**config.mk**
```make
export PLATFORM = sky130hd
export DESIGN_NAME = irs_sequencer
export DESIGN_NICKNAME = d
export VERILOG_FILES = /design/src/irs_pkg.sv /design/src/irs_sequencer.sv
export SDC_FILE = /design/constraint.sdc
export NUM_CORES = 1
export LEC_CHECK = 0
export BUFFER_PORTS_ARGS = -buffer_cell sky130_fd_sc_hd__buf_4
export CAP_MARGIN = 30
export CELL_PAD_IN_SITES_DETAIL_PLACEMENT = 1
export CELL_PAD_IN_SITES_GLOBAL_PLACEMENT = 2
export CORE_MARGIN = 8
export CORE_UTILIZATION = 30
export CTS_CLUSTER_DIAMETER = 150
export DETAILED_ROUTE_END_ITERATION = 6
export PLACE_DENSITY_LB_ADDON = 0.12
export SETUP_SLACK_MARGIN = 0.3
export SYNTH_ARGS = -nofsm -noshare
export SYNTH_HDL_FRONTEND = slang
export SYNTH_SLANG_ARGS = --single-unit
```
**constraint.sdc**
```tcl
create_clock -name pclk -period 2.58 [get_ports pclk]
set_clock_uncertainty 0.05 [all_clocks]
set_input_delay 0.258 -clock pclk [delete_from_list [all_inputs] [get_ports pclk]]
set_output_delay 0.258 -clock pclk [all_outputs]
set_load 0.03 [all_outputs]
```
**src/irs_pkg.sv**
```systemverilog
// What this block does
// Watchdog overflow in reset mode resets system
// Watchdog reset holds fixed delay, self-releases
// Main and internal oscillators stop during reset
// Clocks halted, resume divided by eight
// Watchdog cleared in reset, counts afterwards
// Registers reinitialised, debug control kept
// RAM kept unless power-on or CPU access
// Peripherals wait for stabilization after release
// Undervoltage with select one resets system
// Undervoltage reset lasts until supply recovers
// Undervoltage with select zero raises interrupt
// CPU starts after selected stabilization wait
// Watchdog runs right after release
// Watchdog overflow during wait: emergency mode
// CPU clock source readable by software
// Each reset source sets its cause flag
// Cause flags write zero only, set wins
// Pin reset clears all cause flags
// Reset delay counted in oscillator cycles
// Undervoltage input synchronised before use
package irs_pkg;
    // ----------------------------------------------------------
    // Register map (byte addresses)
    // ----------------------------------------------------------
    localparam logic [7:0] ADDR_CTRL   = 8'h00;
    localparam logic [7:0] ADDR_UVMODE = 8'h04;
    localparam logic [7:0] ADDR_DEBUG  = 8'h08;
    localparam logic [7:0] ADDR_FLAGS  = 8'h0C;
    localparam logic [7:0] ADDR_CLKST  = 8'h10;
    localparam logic [7:0] ADDR_WDT    = 8'h14;
    // ----------------------------------------------------------
    // Field positions and reset values
    // ----------------------------------------------------------
    localparam int BIT_WDT_MODE   = 0;
    localparam int BIT_DIV_LO     = 1;
    localparam int BIT_UV_EN      = 0;
    localparam int BIT_UV_SEL     = 1;
    localparam int BIT_F_UV       = 0;
    localparam int BIT_F_CLM      = 1;
    localparam int BIT_F_WDT      = 4;
    localparam int BIT_F_RAM      = 8;
    localparam logic [2:0] DIV_BY8     = 3'h3;
    localparam logic [7:0] DEBUG_RESET = 8'h00;
    // ----------------------------------------------------------
    // Timing
    // ----------------------------------------------------------
    localparam int CLK_NS        = 25;
    localparam int RST_DELAY_NS  = 1000;
    localparam int RST_CYC       = (RST_DELAY_NS + CLK_NS - 1) / CLK_NS;
    localparam int STAB_BASE_NS  = 102400;
    localparam int STAB_BASE_CYC = (STAB_BASE_NS + CLK_NS - 1) / CLK_NS;
    localparam int WDT_OVF_DEF   = 65536;
    localparam int CW            = 20;
    // ----------------------------------------------------------
    // State
    // ----------------------------------------------------------
    typedef enum logic [1:0] {ST_HOLD, ST_UV_HOLD, ST_STAB, ST_RUN} irs_state_t;
    typedef struct packed {
        irs_state_t       state;
        logic [CW-1:0]    cnt;
        logic [CW-1:0]    wdt;
        logic             uv_s1;
        logic             uv_s2;
        logic             uv_prev;
        logic             uv_irq;
        logic             wdt_mode;
        logic [2:0]       div;
        logic             uv_en;
        logic             uv_sel;
        logic [7:0]       debug;
        logic [2:0]       flags;
        logic             ram_lost;
        logic             cpu_int;
        logic [31:0]      rdata;
        logic             slverr;
    } irs_regs_t;
endpackage

```
**src/irs_sequencer.sv**
```systemverilog
// Decided for this implementation: the APB register port and the placing of the registers.
`timescale 1ns/1ps
module irs_sequencer #(
    parameter int STAB_CYCLES = irs_pkg::STAB_BASE_CYC,
    parameter int WDT_OVF     = irs_pkg::WDT_OVF_DEF
) (
    // Clock and pin reset
    input  wire logic        pclk,
    input  wire logic        presetn,
    // APB slave
    input  wire logic        psel,
    input  wire logic        penable,
    input  wire logic        pwrite,
    input  wire logic [7:0]  paddr,
    input  wire logic [31:0] pwdata,
    output logic [31:0]      prdata,
    output logic             pready,
    output logic             pslverr,
    // Reset sources and conditions
    input  wire logic        uv_low_async,
    input  wire logic        clm_reset_req,
    input  wire logic        main_osc_ok,
    input  wire logic [1:0]  stab_sel,
    input  wire logic        cpu_ram_access,
    // Clock, CPU and peripheral control
    output logic             sys_reset_n,
    output logic             main_osc_en,
    output logic             int_osc_en,
    output logic             sub_osc_en,
    output logic             clocks_en,
    output logic [2:0]       cpu_clk_div,
    output logic             cpu_clk_internal,
    output logic             cpu_run,
    output logic             periph_en,
    output logic             ram_retain,
    output logic             uv_det_en,
    output logic             undervoltage_interrupt
);
    // ----------------------------------------------------------
    // State registers
    // ----------------------------------------------------------
    irs_pkg::irs_regs_t r;
    irs_pkg::irs_regs_t next_r;

    logic              in_reset;
    logic              wr;
    logic              setup;
    logic              wdt_ovf;
    logic [irs_pkg::CW-1:0] stab_lim;
    logic [2:0]        set_flags;
    logic              go_hold;
    logic              go_uv;

    localparam logic [irs_pkg::CW-1:0] RST_LAST = irs_pkg::CW'(irs_pkg::RST_CYC - 1);
    localparam logic [irs_pkg::CW-1:0] WDT_LAST = irs_pkg::CW'(WDT_OVF - 1);
    localparam logic [irs_pkg::CW-1:0] ONE      = irs_pkg::CW'(1);

    assign in_reset = (r.state == irs_pkg::ST_HOLD) || (r.state == irs_pkg::ST_UV_HOLD);
    assign setup    = psel && !penable;
    assign wr       = psel && penable && pwrite;
    assign wdt_ovf  = (r.wdt == WDT_LAST);
    // Stabilization wait doubles with each option step
    assign stab_lim = irs_pkg::CW'(STAB_CYCLES) << stab_sel;

    // ----------------------------------------------------------
    // Reset triggers
    // ----------------------------------------------------------
    // Triggers only act while the chip is out of reset
    always_comb begin
        go_uv     = !in_reset && r.uv_en && r.uv_sel && r.uv_s2;
        go_hold   = !in_reset && !go_uv && (clm_reset_req
                    || (r.state == irs_pkg::ST_RUN && wdt_ovf && r.wdt_mode));
        set_flags = 3'b000;
        if (go_uv) begin
            set_flags[irs_pkg::BIT_F_UV] = 1'b1;
        end
        if (go_hold && clm_reset_req) begin
            set_flags[irs_pkg::BIT_F_CLM] = 1'b1;
        end
        if (go_hold && !clm_reset_req) begin
            set_flags[2] = 1'b1;
        end
    end

    // ----------------------------------------------------------
    // Next-state logic
    // ----------------------------------------------------------
    always_comb begin
        next_r         = r;
        next_r.uv_s1   = uv_low_async;
        next_r.uv_s2   = r.uv_s1;
        next_r.uv_prev = r.uv_s2;
        // Interrupt only when the detector is told not to reset
        next_r.uv_irq  = r.uv_en && !r.uv_sel && r.uv_s2 && !r.uv_prev;

        // Register writes take effect in the access phase
        if (wr) begin
            case (paddr)
                irs_pkg::ADDR_CTRL: begin
                    next_r.wdt_mode = pwdata[irs_pkg::BIT_WDT_MODE];
                    next_r.div      = pwdata[irs_pkg::BIT_DIV_LO +: 3];
                end
                irs_pkg::ADDR_UVMODE: begin
                    next_r.uv_en  = pwdata[irs_pkg::BIT_UV_EN];
                    next_r.uv_sel = pwdata[irs_pkg::BIT_UV_SEL];
                end
                irs_pkg::ADDR_DEBUG: begin
                    next_r.debug = pwdata[7:0];
                end
                irs_pkg::ADDR_FLAGS: begin
                    // Writing one leaves a flag as it is
                    next_r.flags[irs_pkg::BIT_F_UV]  = r.flags[irs_pkg::BIT_F_UV]
                                                       & pwdata[irs_pkg::BIT_F_UV];
                    next_r.flags[irs_pkg::BIT_F_CLM] = r.flags[irs_pkg::BIT_F_CLM]
                                                       & pwdata[irs_pkg::BIT_F_CLM];
                    next_r.flags[2]                  = r.flags[2]
                                                       & pwdata[irs_pkg::BIT_F_WDT];
                    next_r.ram_lost = r.ram_lost & pwdata[irs_pkg::BIT_F_RAM];
                end
                default: begin
                end
            endcase
        end
        // Hardware set wins over a coincident zero write
        next_r.flags[irs_pkg::BIT_F_UV]  = next_r.flags[irs_pkg::BIT_F_UV]
                                           | set_flags[irs_pkg::BIT_F_UV];
        next_r.flags[irs_pkg::BIT_F_CLM] = next_r.flags[irs_pkg::BIT_F_CLM]
                                           | set_flags[irs_pkg::BIT_F_CLM];
        next_r.flags[2]                  = next_r.flags[2]
                                           | set_flags[2];

        // Sequencer
        case (r.state)
            irs_pkg::ST_HOLD: begin
                next_r.wdt = '0;
                next_r.cnt = r.cnt + ONE;
                if (r.cnt == RST_LAST) begin
                    next_r.state = irs_pkg::ST_STAB;
                    next_r.cnt   = '0;
                end
            end
            irs_pkg::ST_UV_HOLD: begin
                next_r.wdt = '0;
                if (!r.uv_s2) begin
                    next_r.state = irs_pkg::ST_STAB;
                    next_r.cnt   = '0;
                end
            end
            irs_pkg::ST_STAB: begin
                next_r.wdt = r.wdt + ONE;
                // Stabilization only advances on a live main clock
                if (main_osc_ok) begin
                    next_r.cnt = r.cnt + ONE;
                end
                if (wdt_ovf) begin
                    next_r.state   = irs_pkg::ST_RUN;
                    next_r.cpu_int = 1'b1;
                    next_r.wdt     = '0;
                end else if (r.cnt >= stab_lim - ONE) begin
                    next_r.state = irs_pkg::ST_RUN;
                end
            end
            irs_pkg::ST_RUN: begin
                next_r.wdt = wdt_ovf ? '0 : r.wdt + ONE;
                if (wr && paddr == irs_pkg::ADDR_WDT) begin
                    next_r.wdt = '0;
                end
            end
            default: begin
                next_r.state = irs_pkg::ST_HOLD;
            end
        endcase

        // Entry into an internal reset reinitialises the registers
        if (go_uv || go_hold) begin
            next_r.state    = go_uv ? irs_pkg::ST_UV_HOLD : irs_pkg::ST_HOLD;
            next_r.cnt      = '0;
            next_r.wdt      = '0;
            next_r.wdt_mode = 1'b0;
            next_r.div      = irs_pkg::DIV_BY8;
            next_r.cpu_int  = 1'b0;
            // Detector settings survive its own reset
            if (go_hold) begin
                next_r.uv_en  = 1'b0;
                next_r.uv_sel = 1'b0;
            end
            // RAM is trashed only if the CPU was mid-access
            next_r.ram_lost = next_r.ram_lost | cpu_ram_access;
        end

        // Read data captured in the setup phase
        next_r.slverr = 1'b0;
        if (setup) begin
            next_r.rdata = '0;
            case (paddr)
                irs_pkg::ADDR_CTRL: begin
                    next_r.rdata[irs_pkg::BIT_WDT_MODE]     = r.wdt_mode;
                    next_r.rdata[irs_pkg::BIT_DIV_LO +: 3]  = r.div;
                end
                irs_pkg::ADDR_UVMODE: begin
                    next_r.rdata[irs_pkg::BIT_UV_EN]  = r.uv_en;
                    next_r.rdata[irs_pkg::BIT_UV_SEL] = r.uv_sel;
                end
                irs_pkg::ADDR_DEBUG: begin
                    next_r.rdata[7:0] = r.debug;
                end
                irs_pkg::ADDR_FLAGS: begin
                    next_r.rdata[irs_pkg::BIT_F_UV]  = r.flags[irs_pkg::BIT_F_UV];
                    next_r.rdata[irs_pkg::BIT_F_CLM] = r.flags[irs_pkg::BIT_F_CLM];
                    next_r.rdata[irs_pkg::BIT_F_WDT] = r.flags[2];
                    next_r.rdata[irs_pkg::BIT_F_RAM] = r.ram_lost;
                end
                irs_pkg::ADDR_CLKST: begin
                    next_r.rdata[0] = r.cpu_int;
                end
                irs_pkg::ADDR_WDT: begin
                    next_r.rdata[irs_pkg::CW-1:0] = r.wdt;
                end
                default: begin
                    next_r.slverr = 1'b1;
                end
            endcase
        end else begin
            next_r.slverr = r.slverr;
        end
    end

    // ----------------------------------------------------------
    // Register update
    // ----------------------------------------------------------
    // Pin reset clears cause flags; RAM is undefined at power-on
    always_ff @(posedge pclk or negedge presetn) begin
        if (!presetn) begin
            r          <= '0;
            r.state    <= irs_pkg::ST_STAB;
            r.div      <= irs_pkg::DIV_BY8;
            r.debug    <= irs_pkg::DEBUG_RESET;
            r.ram_lost <= 1'b1;
        end else begin
            r <= next_r;
        end
    end

    // ----------------------------------------------------------
    // Outputs
    // ----------------------------------------------------------
    assign prdata                 = r.rdata;
    assign pready                 = psel && penable;
    assign pslverr                = psel && penable && r.slverr;
    assign sys_reset_n            = !in_reset;
    assign main_osc_en            = !in_reset;
    assign int_osc_en             = !in_reset;
    assign sub_osc_en             = 1'b1;
    assign clocks_en              = (r.state == irs_pkg::ST_RUN);
    assign cpu_run                = (r.state == irs_pkg::ST_RUN);
    assign periph_en              = (r.state == irs_pkg::ST_RUN);
    assign cpu_clk_div            = r.div;
    assign cpu_clk_internal       = r.cpu_int;
    assign ram_retain             = in_reset;
    assign uv_det_en              = r.uv_en && (r.state != irs_pkg::ST_UV_HOLD);
    assign undervoltage_interrupt = r.uv_irq;
endmodule

```
==> results by group, run 1 <==
Outcome
  – Status: finished, violations left
  – Failing checks: negative setup slack

Die
  – # IOs: 99
  – # rows: 46
  – Horiz. Die Dim: 142 um
  – Die area: 20000 um2
  – Initial Util: 0.302
  – Core area: 15700 um2
  – Die Height: 142 um

Logic synthesis
  – Seq cells post-synth: 86
  – Synth Flop Type: dfrtp_1
  – Synth Cell Area: 4730 um2
  – Area leader, netlist: dfrtp_1
  – Sequential area share after synthesis: 0.456
  – Post-synth EDFFs: 0
  – FFs w/ async S/R, synth: 1.00
  – Top cell type's share of synthesized area: 0.434
  – Syn Inst Count: 505
  – Largest cells by area after synthesis: dfrtp_1 (43%), buf_4 (6.7%), nand2_1 (6.3%)
  – Netlist cell types: 59
  – Syn Area/Cell: 9.37 um2
  – Synth warn: 0

Route
  – Initial DRC count: 189
  – Wirelength per Cell: 16.9 um
  – Drt first pass iters: 4
  – Routed Wire Length: 13600 um
  – DR DRC count: 0
  – Post-DRT Antenna Nets: 0
  – Metal3 WL: 554 um
  – WL met2: 6290 um
  – Highest Signal Layer: met4
  – Post-Route M1 WL: 6590 um
  – DR vias: 3938
  – Vias/cell: 4.87

Critical path
  – Max FO, Critical Path: 7
  – Worst Reg-to-Reg Cells: 9
  – CP top delay family: simple AND/OR/NAND/NOR gates
  – CP Class: reg -> reg
  – Instance count on the critical path: 9
  – Slowest cell on crit path: dfstp_2
  – CP max stage delay: 570 ps
  – Worst Path Required: 2760 ps
  – Crit. End Element: register
  – Startpoint types: register
  – CP arrival: 2800 ps
  – Worst-path cell chain: inv_4 -> ha_4 -> a311o_1 -> or2_1 -> nor4bb_2 -> buf_4 -> nor4_4 -> nor3_4 -> mux2_4
  – CP bufs+invs: 2

Layout
  – Storage element area: 2160 um2
  – Layout cells sized above 1: 0.336
  – Multi-input logic area: 2430 um2
  – Layout Nets: 648
  – Fin area: 6200 um2
  – Fillers: 1830
  – ANT cells: 0
  – Layout area overhead: 30.9%

Clocking
  – Total clock sinks: 86
  – CTS Root Cell: clkbuf_16
  – TritonCTS clock tree: built
  – Clock-pin slew on the worst setup and hold paths: 70 ps
  – Inserted Clock Buffers: 9
  – CTS HTree Levels: 3
  – Bufs on Longest Clock Path: 2
  – Worst skew pair latency: 350 ps

Global route
  – First-pass GRT wire length: 21500 um
  – Gr usage total: 0.135
  – Largest net degree at the start of global routing: 51
  – Initial antenna violation count: 0
  – Vias in the first global route: 4045
  – Gr ovfl total: 0

Pwr
  – PwrDens: 815 nW/um2
  – Pwr Total: 0.00505 W
  – Worst VDD drop: 0.840 mV
  – Leak: 2.76 nW

Placement
  – Routability congestion estimate from global placement: 0.809
  – Buffers on Ports: 62
  – Post-Place Worst Slack: -24.7 ps
  – Hpwl dp: 9810 um
  – Placed cell area: 5420 um2

STA
  – Period utilisation layout: 1.01
  – Pins Over Slew Limit: 0
  – Tmin final: 2610 ps
  – Worst slew pin tran: 698 ps
  – Rel. slew slack: 0.535
  – RSZ-0062 raised after global routing: yes
  – Fmax: 0.383 GHz
  – Total negative slack: -41.5 ps
  – Final setup violation count: 2
  – Final Worst Setup Slack: -33.4 ps
  – Final Hold Vio Count: 0

Flow run
  – Max Cap Violations: 0

Worst hold path
  – Worst Hold Depth: 3
  – Hold crit path type: in -> reg
[report_power, final]
group / internal, W / total (W) / switching, W
registers: 0.00141 / 0.00148 / 0.0000724
clock network: 0.000782 / 0.00137 / 0.000585
logic: 0.00100 / 0.00220 / 0.00120
total: 0.00319 / 0.00505 / 0.00186
[path summary, 6_finish.rpt]
kind / endpoint / from / slack [ps]
setup / recovery: r[96] / r[97] / -30
hold / removal: r[34] / cpu_ram_access / 50
hold reg to reg: next_r[53] / next_r[54] / 300
max in group asynchronous: cpu_clk_div[0] / presetn / 1380
min in group asynchronous: r[74] / presetn / 450
setup reg to reg: r[96] / r[97] / -30
[repair_timing]
| action | 4_1_cts | 5_1_grt |
|---|---|---|
| setup buffers | 8 | 12 |
| pin swaps | 12 | 11 |
| hold endpoints to repair | 48 | 0 |
| gates cloned | 0 | 3 |
| resized for setup | 22 | 37 |
| setup endpoints to repair | 23 | 52 |
| hold buffers | 2 | 0 |
[cell families after synthesis]
kind of cell,count (synthesis),synth area share
other cells,2,0.00159
simple gates,219,0.228
mux,22,0.0553
flops,86,0.456
xor+xnor,17,0.0315
compound gates,81,0.111
buf+inv,68,0.0904
fa+ha+maj,10,0.0264
[worst reg2reg max path: cells and delay by family (launching register included)]
| family | cells | cell delay (ps) |
|---|---|---|
| AO/OA/AOI/OAI | 1 | 340 |
| buffers and inverters | 2 | 290 |
| multiplexers | 1 | 320 |
| adder cells (fa/ha/maj) | 1 | 150 |
| flip-flops | 1 | 570 |
| AND/OR/NAND/NOR | 4 | 770 |
[synth_stat cells, types with 3 or more instances]
master and n:
mux2i_1 10, mux2_2 9, nand2b_1 3, dfstp_2 4, buf_2 6, dfrtp_1 82, a21oi_1 8, or3_1 7
o311ai_0 3, nand2_1 80, ha_1 10, buf_4 42, a21boi_0 4, nor2_1 41, nand3_1 31, inv_1 10
and2_1 5, nor3_1 8, nor4_1 7, a22oi_1 8, o21ai_1 3, and4_1 4, o311ai_1 3, nand4_1 9
o21ai_0 32, and3_1 6, xnor2_1 6, o31ai_1 6, or2_2 3, xor2_1 11, clkbuf_1 9
[sequential cells by signal, indices dropped and copies added, names as in the netlist]
register	flops
next_r	2
prdata	20
cpu_clk_div	3
cpu_clk_internal	1
r	59
undervoltage_interrupt	1
[metal layers]
metal	up-vias	global-route usage
met1	1955	0.178
met3	17	0.0329
met5	-	0
met2	75	0.212
li1	1891	-
met4	0	0.0480
[final cells by class]
class | count | area share
Multi-Input combinational cell | 363 | 0.393
Sequential cell | 86 | 0.348
Timing Repair Buffer | 117 | 0.158
Tap cell | 216 | 0.0436
Clock buffer | 10 | 0.0386
Clock inverter | 6 | 0.0115
Inverter | 10 | 0.00707
[cells in the final DEF, fill, tap and decap left out, types with 7 or more instances in the layout]
master	instances
o21ai_0	30
buf_4	100
xor2_1	11
inv_1	8
nor3_1	8
nand2_2	13
conb_1	14
nand3_1	27
dfrtp_1	82
buf_6	11
mux2i_1	10
nand4_1	9
or3_1	7
clkbuf_16	10
ha_1	8
nor2_1	38
mux2_2	9
nand2_1	67
[per-stage QoR]
stage / hold WS [ps] / utilization / cells
2_1_floorplan: -87.6 / - / 517
3_5_place_dp: 289 / 0.346 / 767
4_1_cts: 39.4 / 0.377 / 793
6_report: 52.1 / 0.396 / 808
5_1_grt: 77.2 / 0.396 / 808
3_3_place_gp: 286 / 0.346 / 766
No activity file was read; power rests on OpenSTA's default activity.
==> inputs of run 2 (changes only) <==
--- a/config.mk
+++ b/config.mk
@@ -9,6 +9,6 @@
 export CAP_MARGIN = 30
-export CELL_PAD_IN_SITES_DETAIL_PLACEMENT = 1
-export CELL_PAD_IN_SITES_GLOBAL_PLACEMENT = 2
+export CELL_PAD_IN_SITES_DETAIL_PLACEMENT = 0
+export CELL_PAD_IN_SITES_GLOBAL_PLACEMENT = 1
 export CORE_MARGIN = 8
-export CORE_UTILIZATION = 30
+export CORE_UTILIZATION = 38
 export CTS_CLUSTER_DIAMETER = 150
==> constraint.sdc (replaced) <==
create_clock -name pclk -period 2.58 [get_ports pclk]
set_clock_uncertainty 0.05 [all_clocks]
set_input_delay 0.129 -clock pclk [delete_from_list [all_inputs] [get_ports pclk]]
set_output_delay 0.129 -clock pclk [all_outputs]
set_load 0.03 [all_outputs]
==> run 2 against run 1 <==
The flow still finishes with violations (negative setup slack). Via count fell by 1.2%. Global-route usage rose by 1.6 points. Register-to-register slack got worse by 30 ps. Critical path type unchanged. Largest cell class unchanged. Highest routed layer unchanged.
==> results by group, run 2 (synthesized netlist as in run 1, its figures left out) <==
Pwr
  – P_sw: 0.00179 W (-3.7%)
  – PwrDens: 800 nW/um2 (-1.9%)
  – Worst VDD drop: 0.700 mV (-17%)
  – Sequential power share: 0.297 (+0.004)
  – Pwr Total: 0.00500 W (-1.1%)
  – Net switching fraction of the power: 0.358 (-0.00973)
  – Clock share of power: 0.262 (-0.009)
  – Internal: 0.00321 W (+0.41%)
  – Leak: 2.80 nW (+1.6%)
  – Gate power share: 0.441 (+0.005)

STA
  – Final Worst Setup Slack: -64.2 ps (-30.8 ps)
  – Period utilisation layout: 1.02 (+0.0119)
  – Hold WS: 14.1 ps (-38.0 ps)
  – Total negative slack: -170 ps (-128 ps)
  – Rel. slew slack: 0.537 (+0.00248)
  – Final setup violation count: 8 (+6)
  – Worst slew pin tran: 694 ps (-3.73 ps)
  – Fmax: 0.378 GHz (-1.2%)
  – Tmin final: 2640 ps (+30.8 ps)
  – Pins Over Slew Limit: 0 (unchanged)
  – Final Hold Vio Count: 0 (unchanged)
  – RSZ-0062 raised after global routing: yes

Route
  – Post-DRT Antenna Nets: 0 (unchanged)
  – Initial DRC count: 228 (+21%)
  – DR vias: 3891 (-1.2%)
  – Routed Wire Length: 12200 um (-10%)
  – DR DRC count: 0 (unchanged)
  – Vias/cell: 5.07 (+4.0%)
  – Drt first pass iters: 4 (unchanged)
  – Wirelength per Cell: 15.9 um (-5.6%)

Outcome
  – Failing checks: negative setup slack
  – Status: finished, violations left

Layout
  – Layout area overhead: 31.9%
  – Largest register FFs: 59 (unchanged)
  – ANT cells: 0 (unchanged)
  – Fin area: 6240 um2 (+0.77%)
  – Layout Nets: 656 (+1.2%)
  – Largest Register: r
  – Most common cell after layout, fill and taps aside: buf_4
  – Layout cells sized above 1: 0.330 (-0.00615)
  – Most frequent cells in the layout: buf_4 (98), dfrtp_1 (82), nand2_1 (69), nor2_1 (39), o21ai_0 (29)

Die
  – Die area: 16300 um2 (-19%)
  – Horiz. Die Dim: 128 um (-9.9%)
  – # rows: 40 (-13%)
  – # IOs: 99 (unchanged)
  – Die Height: 128 um (-9.9%)
  – Core area: 12100 um2 (-23%)
  – Initial Util: 0.392 (+0.0901)

Worst hold path
  – Hold crit path type: in -> reg

Critical path
  – CP Class: reg -> reg
  – Slowest cell on crit path: dfstp_2
  – CP arrival: 2850 ps (+50 ps)
  – Max FO, Critical Path: 6 (-1)
  – Startpoint types: register
  – Crit path top cell by count: buf_4
  – CP top delay family: simple AND/OR/NAND/NOR gates
  – Worst-path cell chain: inv_4 -> ha_4 -> a311o_1 -> or2_1 -> nor4bb_2 -> buf_4 -> nor4_4 -> nor3_4 -> buf_4 -> mux2i_1
  – Crit. End Element: register
  – CP bufs+invs: 3 (+1)
  – CP max stage delay: 560 ps (about the same)
  – Worst Path Required: 2790 ps (+30 ps)

Global route
  – Vias in the first global route: 3813 (-5.7%)
  – Initial antenna violation count: 0 (unchanged)
  – First-pass GRT wire length: 19800 um (-7.7%)
  – Gr ovfl total: 0 (unchanged)
  – Largest net degree at the start of global routing: 53 (+3.9%)
  – Gr usage total: 0.151 (+0.0159)

Clocking
  – Inserted Clock Buffers: 9 (unchanged)
  – TritonCTS clock tree: built
  – Clock-pin slew on the worst setup and hold paths: 60 ps (about the same)
  – CTS HTree Levels: 3 (unchanged)
  – Total clock sinks: 86 (unchanged)
  – Bufs on Longest Clock Path: 2 (unchanged)
  – Worst skew pair latency: 340 ps (about the same)
  – CTS Root Cell: clkbuf_16

Placement
  – Buffers on Ports: 62 (unchanged)
  – Routability congestion estimate from global placement: 0.786 (-2.9%)
  – Placed cell area: 5340 um2 (-1.4%)
  – Hpwl dp: 8400 um (-14%)

Flow run
  – Max Cap Violations: 0 (unchanged)
## run 2: cell count changes in the layout (fill, tap and decap cells not counted), moves of 3 or more
cell	change
clkinv_4	-3
dlygate4sd3_1	+11
nand2_2	-4
nand3_1	-4
nand3_2	+4
## run 2: area by class of cell
cell class / instances / area [um2]
tap: 168 / 210
fill: 1157 / 5820
inverter: 10 / 43.8
timing repair buffer: 125 / 1080
multi-input combinational: 363 / 2460
clock inverter: 4 / 47.5
clock buffer: 12 / 246
sequential: 86 / 2160
## run 2: worst paths after layout
path | from | endpoint | slack [ps] | depth (start not counted)
max reg2reg | r[97] | r[97] | -60 | 10
max | r[97] | r[97] | -60 | 10
min | pwdata[0] | r[38] | 10 | 2
min in group asynchronous | presetn | prdata[15] | 330 | 2
min reg2reg | next_r[54] | next_r[53] | 320 | 0
max in group asynchronous | presetn | cpu_clk_div[1] | 1440 | 3
## run 2: worst register-to-register path: stages, from the launching register on
cell and delay [ps]:
dfstp_2 560, inv_4 50, ha_4 150, a311o_1 360, or2_1 250, nor4bb_2 280, buf_4 240, nor4_4 60
nor3_4 200, buf_4 150, mux2i_1 220
## run 2: power groups by stage
stage                     Sequential [W]  Clock [W]  Combinational, W
final                            0.00148    0.00131           0.00220
after global routing             0.00149    0.00139           0.00237
after CTS                        0.00148    0.00135           0.00184
after detailed placement         0.00150          0           0.00151
after global placement           0.00150          0           0.00146
after floorplan                  0.00148          0           0.00102
## run 2: what timing repair did
action | CTS | global route
pin swaps | 10 | 8
gates cloned | 1 | 3
hold buffers | 13 | 0
setup endpoints to repair | 48 | 51
resized for setup | 40 | 24
setup buffers | 10 | 10
endpoints found under the hold margin | 63 | 0
## run 2: metrics by stage
stage / std cells / setup slack (ps) / util
global route: 768 / -149 / 0.518
detailed placement: 715 / -47.2 / 0.443
global placement: 714 / -40.5 / 0.442
floorplan: 517 / 79.9 / -
CTS: 755 / -32.5 / 0.497
finish: 768 / -64.2 / 0.518
## run 2: routing by layer
| metal | vias up | global-route usage | routed length [um] |
|---|---|---|---|
| met5 | - | 0 | 0 |
| met4 | 0 | 0.0587 | 180 |
| met3 | 13 | 0.0316 | 556 |
| met2 | 91 | 0.230 | 5690 |
| met1 | 1883 | 0.205 | 5820 |
| li1 | 1904 | - | - |
==> inputs of run 3 (changes only) <==
Settings changed: ABC_AREA set to 1, CORE_UTILIZATION 38 to 37, SLEW_MARGIN set to 30.
==> run 3 against run 2 <==
The flow now finishes without violations. Synthesized cell count up 45%. Register-to-register slack better by 510 ps. Clock-buffer cell count is 3 lower.
==> results by group, run 3 <==
Die
  – Die area: 18600 um2 (+14%)
  – # rows: 44 (+10%)
  – Initial Util: 0.373 (-0.0193)
  – # IOs: 99 (unchanged)
  – Core area: 14400 um2 (+19%)
  – Horiz. Die Dim: 136 um (+6.9%)
  – Die Height: 136 um (+6.9%)

Clocking
  – Clock-pin slew on the worst setup and hold paths: 70 ps (about the same)
  – Worst skew pair latency: 350 ps (about the same)
  – Inserted Clock Buffers: 9 (unchanged)
  – TritonCTS clock tree: built
  – Bufs on Longest Clock Path: 2 (unchanged)
  – CTS Root Cell: clkbuf_16
  – CTS HTree Levels: 3 (unchanged)
  – Total clock sinks: 86 (unchanged)

Layout
  – Layout cells sized above 1: 0.162 (-0.168)
  – Most frequent cells in the layout: nand2_1 (196), nor2_1 (101), dfrtp_1 (82), inv_1 (76), buf_4 (75)
  – Layout area overhead: 16.8%
  – Most common cell after layout, fill and taps aside: nand2_1
  – Fin area: 6260 um2 (+0.26%)
  – ANT cells: 0 (unchanged)
  – Layout Nets: 847 (+29%)
  – Largest register FFs: 59 (unchanged)
  – Largest Register: r
  – Fillers: 1472 (+27%)

Global route
  – Initial antenna violation count: 0 (unchanged)
  – First-pass GRT wire length: 23500 um (+19%)
  – Largest net degree at the start of global routing: 45 (-15%)
  – Gr usage total: 0.159 (+0.00782)
  – Vias in the first global route: 4592 (+20%)
  – Gr ovfl total: 0 (unchanged)

STA
  – Tmin final: 2130 ps (-514 ps)
  – Pins Over Slew Limit: 0 (unchanged)
  – RSZ-0062 raised after global routing: yes
  – Fmax: 0.470 GHz (+24%)
  – Rel. slew slack: 0.591 (+0.0537)
  – Total negative slack: 0 ps (+170 ps)
  – Final setup violation count: 0 (-8)
  – Final Hold Vio Count: 0 (unchanged)
  – Worst slew pin tran: 614 ps (-80.5 ps)
  – Hold WS: 2.64 ps (-11.4 ps)
  – Period utilisation layout: 0.826 (-0.199)

Worst hold path
  – Worst Hold Depth: 3 (+1)
  – Hold crit path type: in -> reg

Logic synthesis
  – Post-synth EDFFs: 0 (unchanged)
  – Syn Inst Count: 733 (+45%)
  – FFs w/ async S/R, synth: 1.00 (unchanged)
  – Largest cells by area after synthesis: dfrtp_1 (38%), nand2_1 (14%), nor2_1 (7.2%)
  – Post-synth top cells: nand2_1 (196), nor2_1 (103), dfrtp_1 (82)
  – Synth Flop Type: dfrtp_1
  – Most numerous cell in the Yosys netlist: nand2_1
  – Synth Cell Area: 5360 um2 (+13%)
  – Sequential area share after synthesis: 0.402 (-0.0534)
  – Top cell type's share of synthesized area: 0.383 (-0.0508)
  – Syn Area/Cell: 7.31 um2 (-22%)
  – Seq cells post-synth: 86 (unchanged)
  – Netlist cell types: 39 (-34%)
  – Synth warn: 0 (unchanged)
  – Area leader, netlist: dfrtp_1

Pwr
  – Worst VDD drop: 0.566 mV (-19%)
  – PwrDens: 698 nW/um2 (-13%)
  – Leak: 2.98 nW (+6.4%)

Route
  – DR vias: 4688 (+20%)
  – DR DRC count: 0 (unchanged)
  – Vias/cell: 4.81 (-5.1%)
  – Drt first pass iters: 4 (unchanged)
  – Routed Wire Length: 14400 um (+18%)
  – Post-DRT Antenna Nets: 0 (unchanged)
  – Wirelength per Cell: 14.8 um (-7.1%)
  – Initial DRC count: 248 (+8.8%)

Critical path
  – CP arrival: 2320 ps (-530 ps)
  – Worst Path Required: 2770 ps (-20 ps)
  – Worst Reg-to-Reg Cells: 11 (+1)
  – Crit. End Element: register
  – Startpoint types: register
  – CP Class: reg -> reg
  – Max FO, Critical Path: 20 (+14)

Placement
  – Routability congestion estimate from global placement: 0.824 (+4.9%)
  – Placed cell area: 5810 um2 (+8.8%)
  – Hpwl dp: 10700 um (+28%)
  – Buffers on Ports: 62 (unchanged)

Flow run
  – Max Cap Violations: 0 (unchanged)

Outcome
  – Status: finished clean
==> run 3: cell type report <==
type                       instances  area (um2)  area share
sequential                        86        2160       0.345
timing repair buffer              89         724       0.116
clock buffer                       9         225      0.0360
clock inverter                     7        57.6     0.00919
tap                              184         230      0.0368
inverter                          80         305      0.0488
multi-input combinational        520        2560       0.409
==> run 3: cell families (layout without fill, tap and decap cells) <==
kind of cell | count (synthesis) | in the layout | synth area share
AND/OR/NAND/NOR | 392 | 392 | 0.313
buffers and inverters | 139 | 185 | 0.133
AO/OA/AOI/OAI | 89 | 89 | 0.102
flip-flops | 86 | 86 | 0.402
XOR/XNOR | 14 | 14 | 0.0229
adder cells (fa/ha/maj) | 10 | 10 | 0.0233
other | 2 | 14 | 0.00140
multiplexers | 1 | 1 | 0.00210
==> run 3: routing by layer <==
metal,GRT usage,vias to the layer above,part of all wire
li1,-,2403,-
met1,0.201,2194,0.45
met2,0.268,77,0.49
met3,0.0336,14,0.044
met4,0.0451,0,0.013
met5,0,-,0
==> run 3: worst max-delay path, cell delays in order (launching register included) <==
cell and delay [ps]:
dfstp_2 550, inv_1 60, ha_1 220, nor2_4 180
nand2_1 110, nor2_2 130, nand3_4 120, nand4_1 150
o21ai_1 70, buf_4 220, nand2_1 90, nand2_1 50
==> run 3: path summary, 6_finish.rpt <==
check                            from    endpoint  slack (ps)
setup / recovery                r[97]       r[93]         450
setup reg to reg                r[97]       r[93]         450
hold / removal              pwdata[4]       r[42]           3
hold reg to reg            next_r[54]  next_r[53]         310
max in group asynchronous     presetn       r[34]        1480
min in group asynchronous     presetn  prdata[19]         280
==> run 3: power breakdown <==
group	switching, W	internal, W	leakage [nW]	total (W)
Combinational	0.00105	0.000514	1.73	0.00156
Sequential	0.000107	0.00144	1.12	0.00155
Clock	0.000597	0.000665	0.134	0.00126
Total	0.00175	0.00262	2.98	0.00437
==> run 3: per-stage QoR <==
stage | setup WS [ps] | utilization | instances | power [W]
global route | 270 | 0.436 | 975 | 0.00465
floorplan | 403 | - | 745 | 0.00263
detailed placement | 275 | 0.404 | 944 | 0.00308
global placement | 311 | 0.404 | 944 | 0.00307
CTS | 316 | 0.432 | 971 | 0.00437
finish | 450 | 0.436 | 975 | 0.00437
==> run 3: timing repair <==
item,CTS,global route
setup buffers,0,4
hold buffers,11,0
pin swaps,0,1
resized for setup,1,5
endpoints found under the setup margin,14,41
hold endpoints to repair,51,0
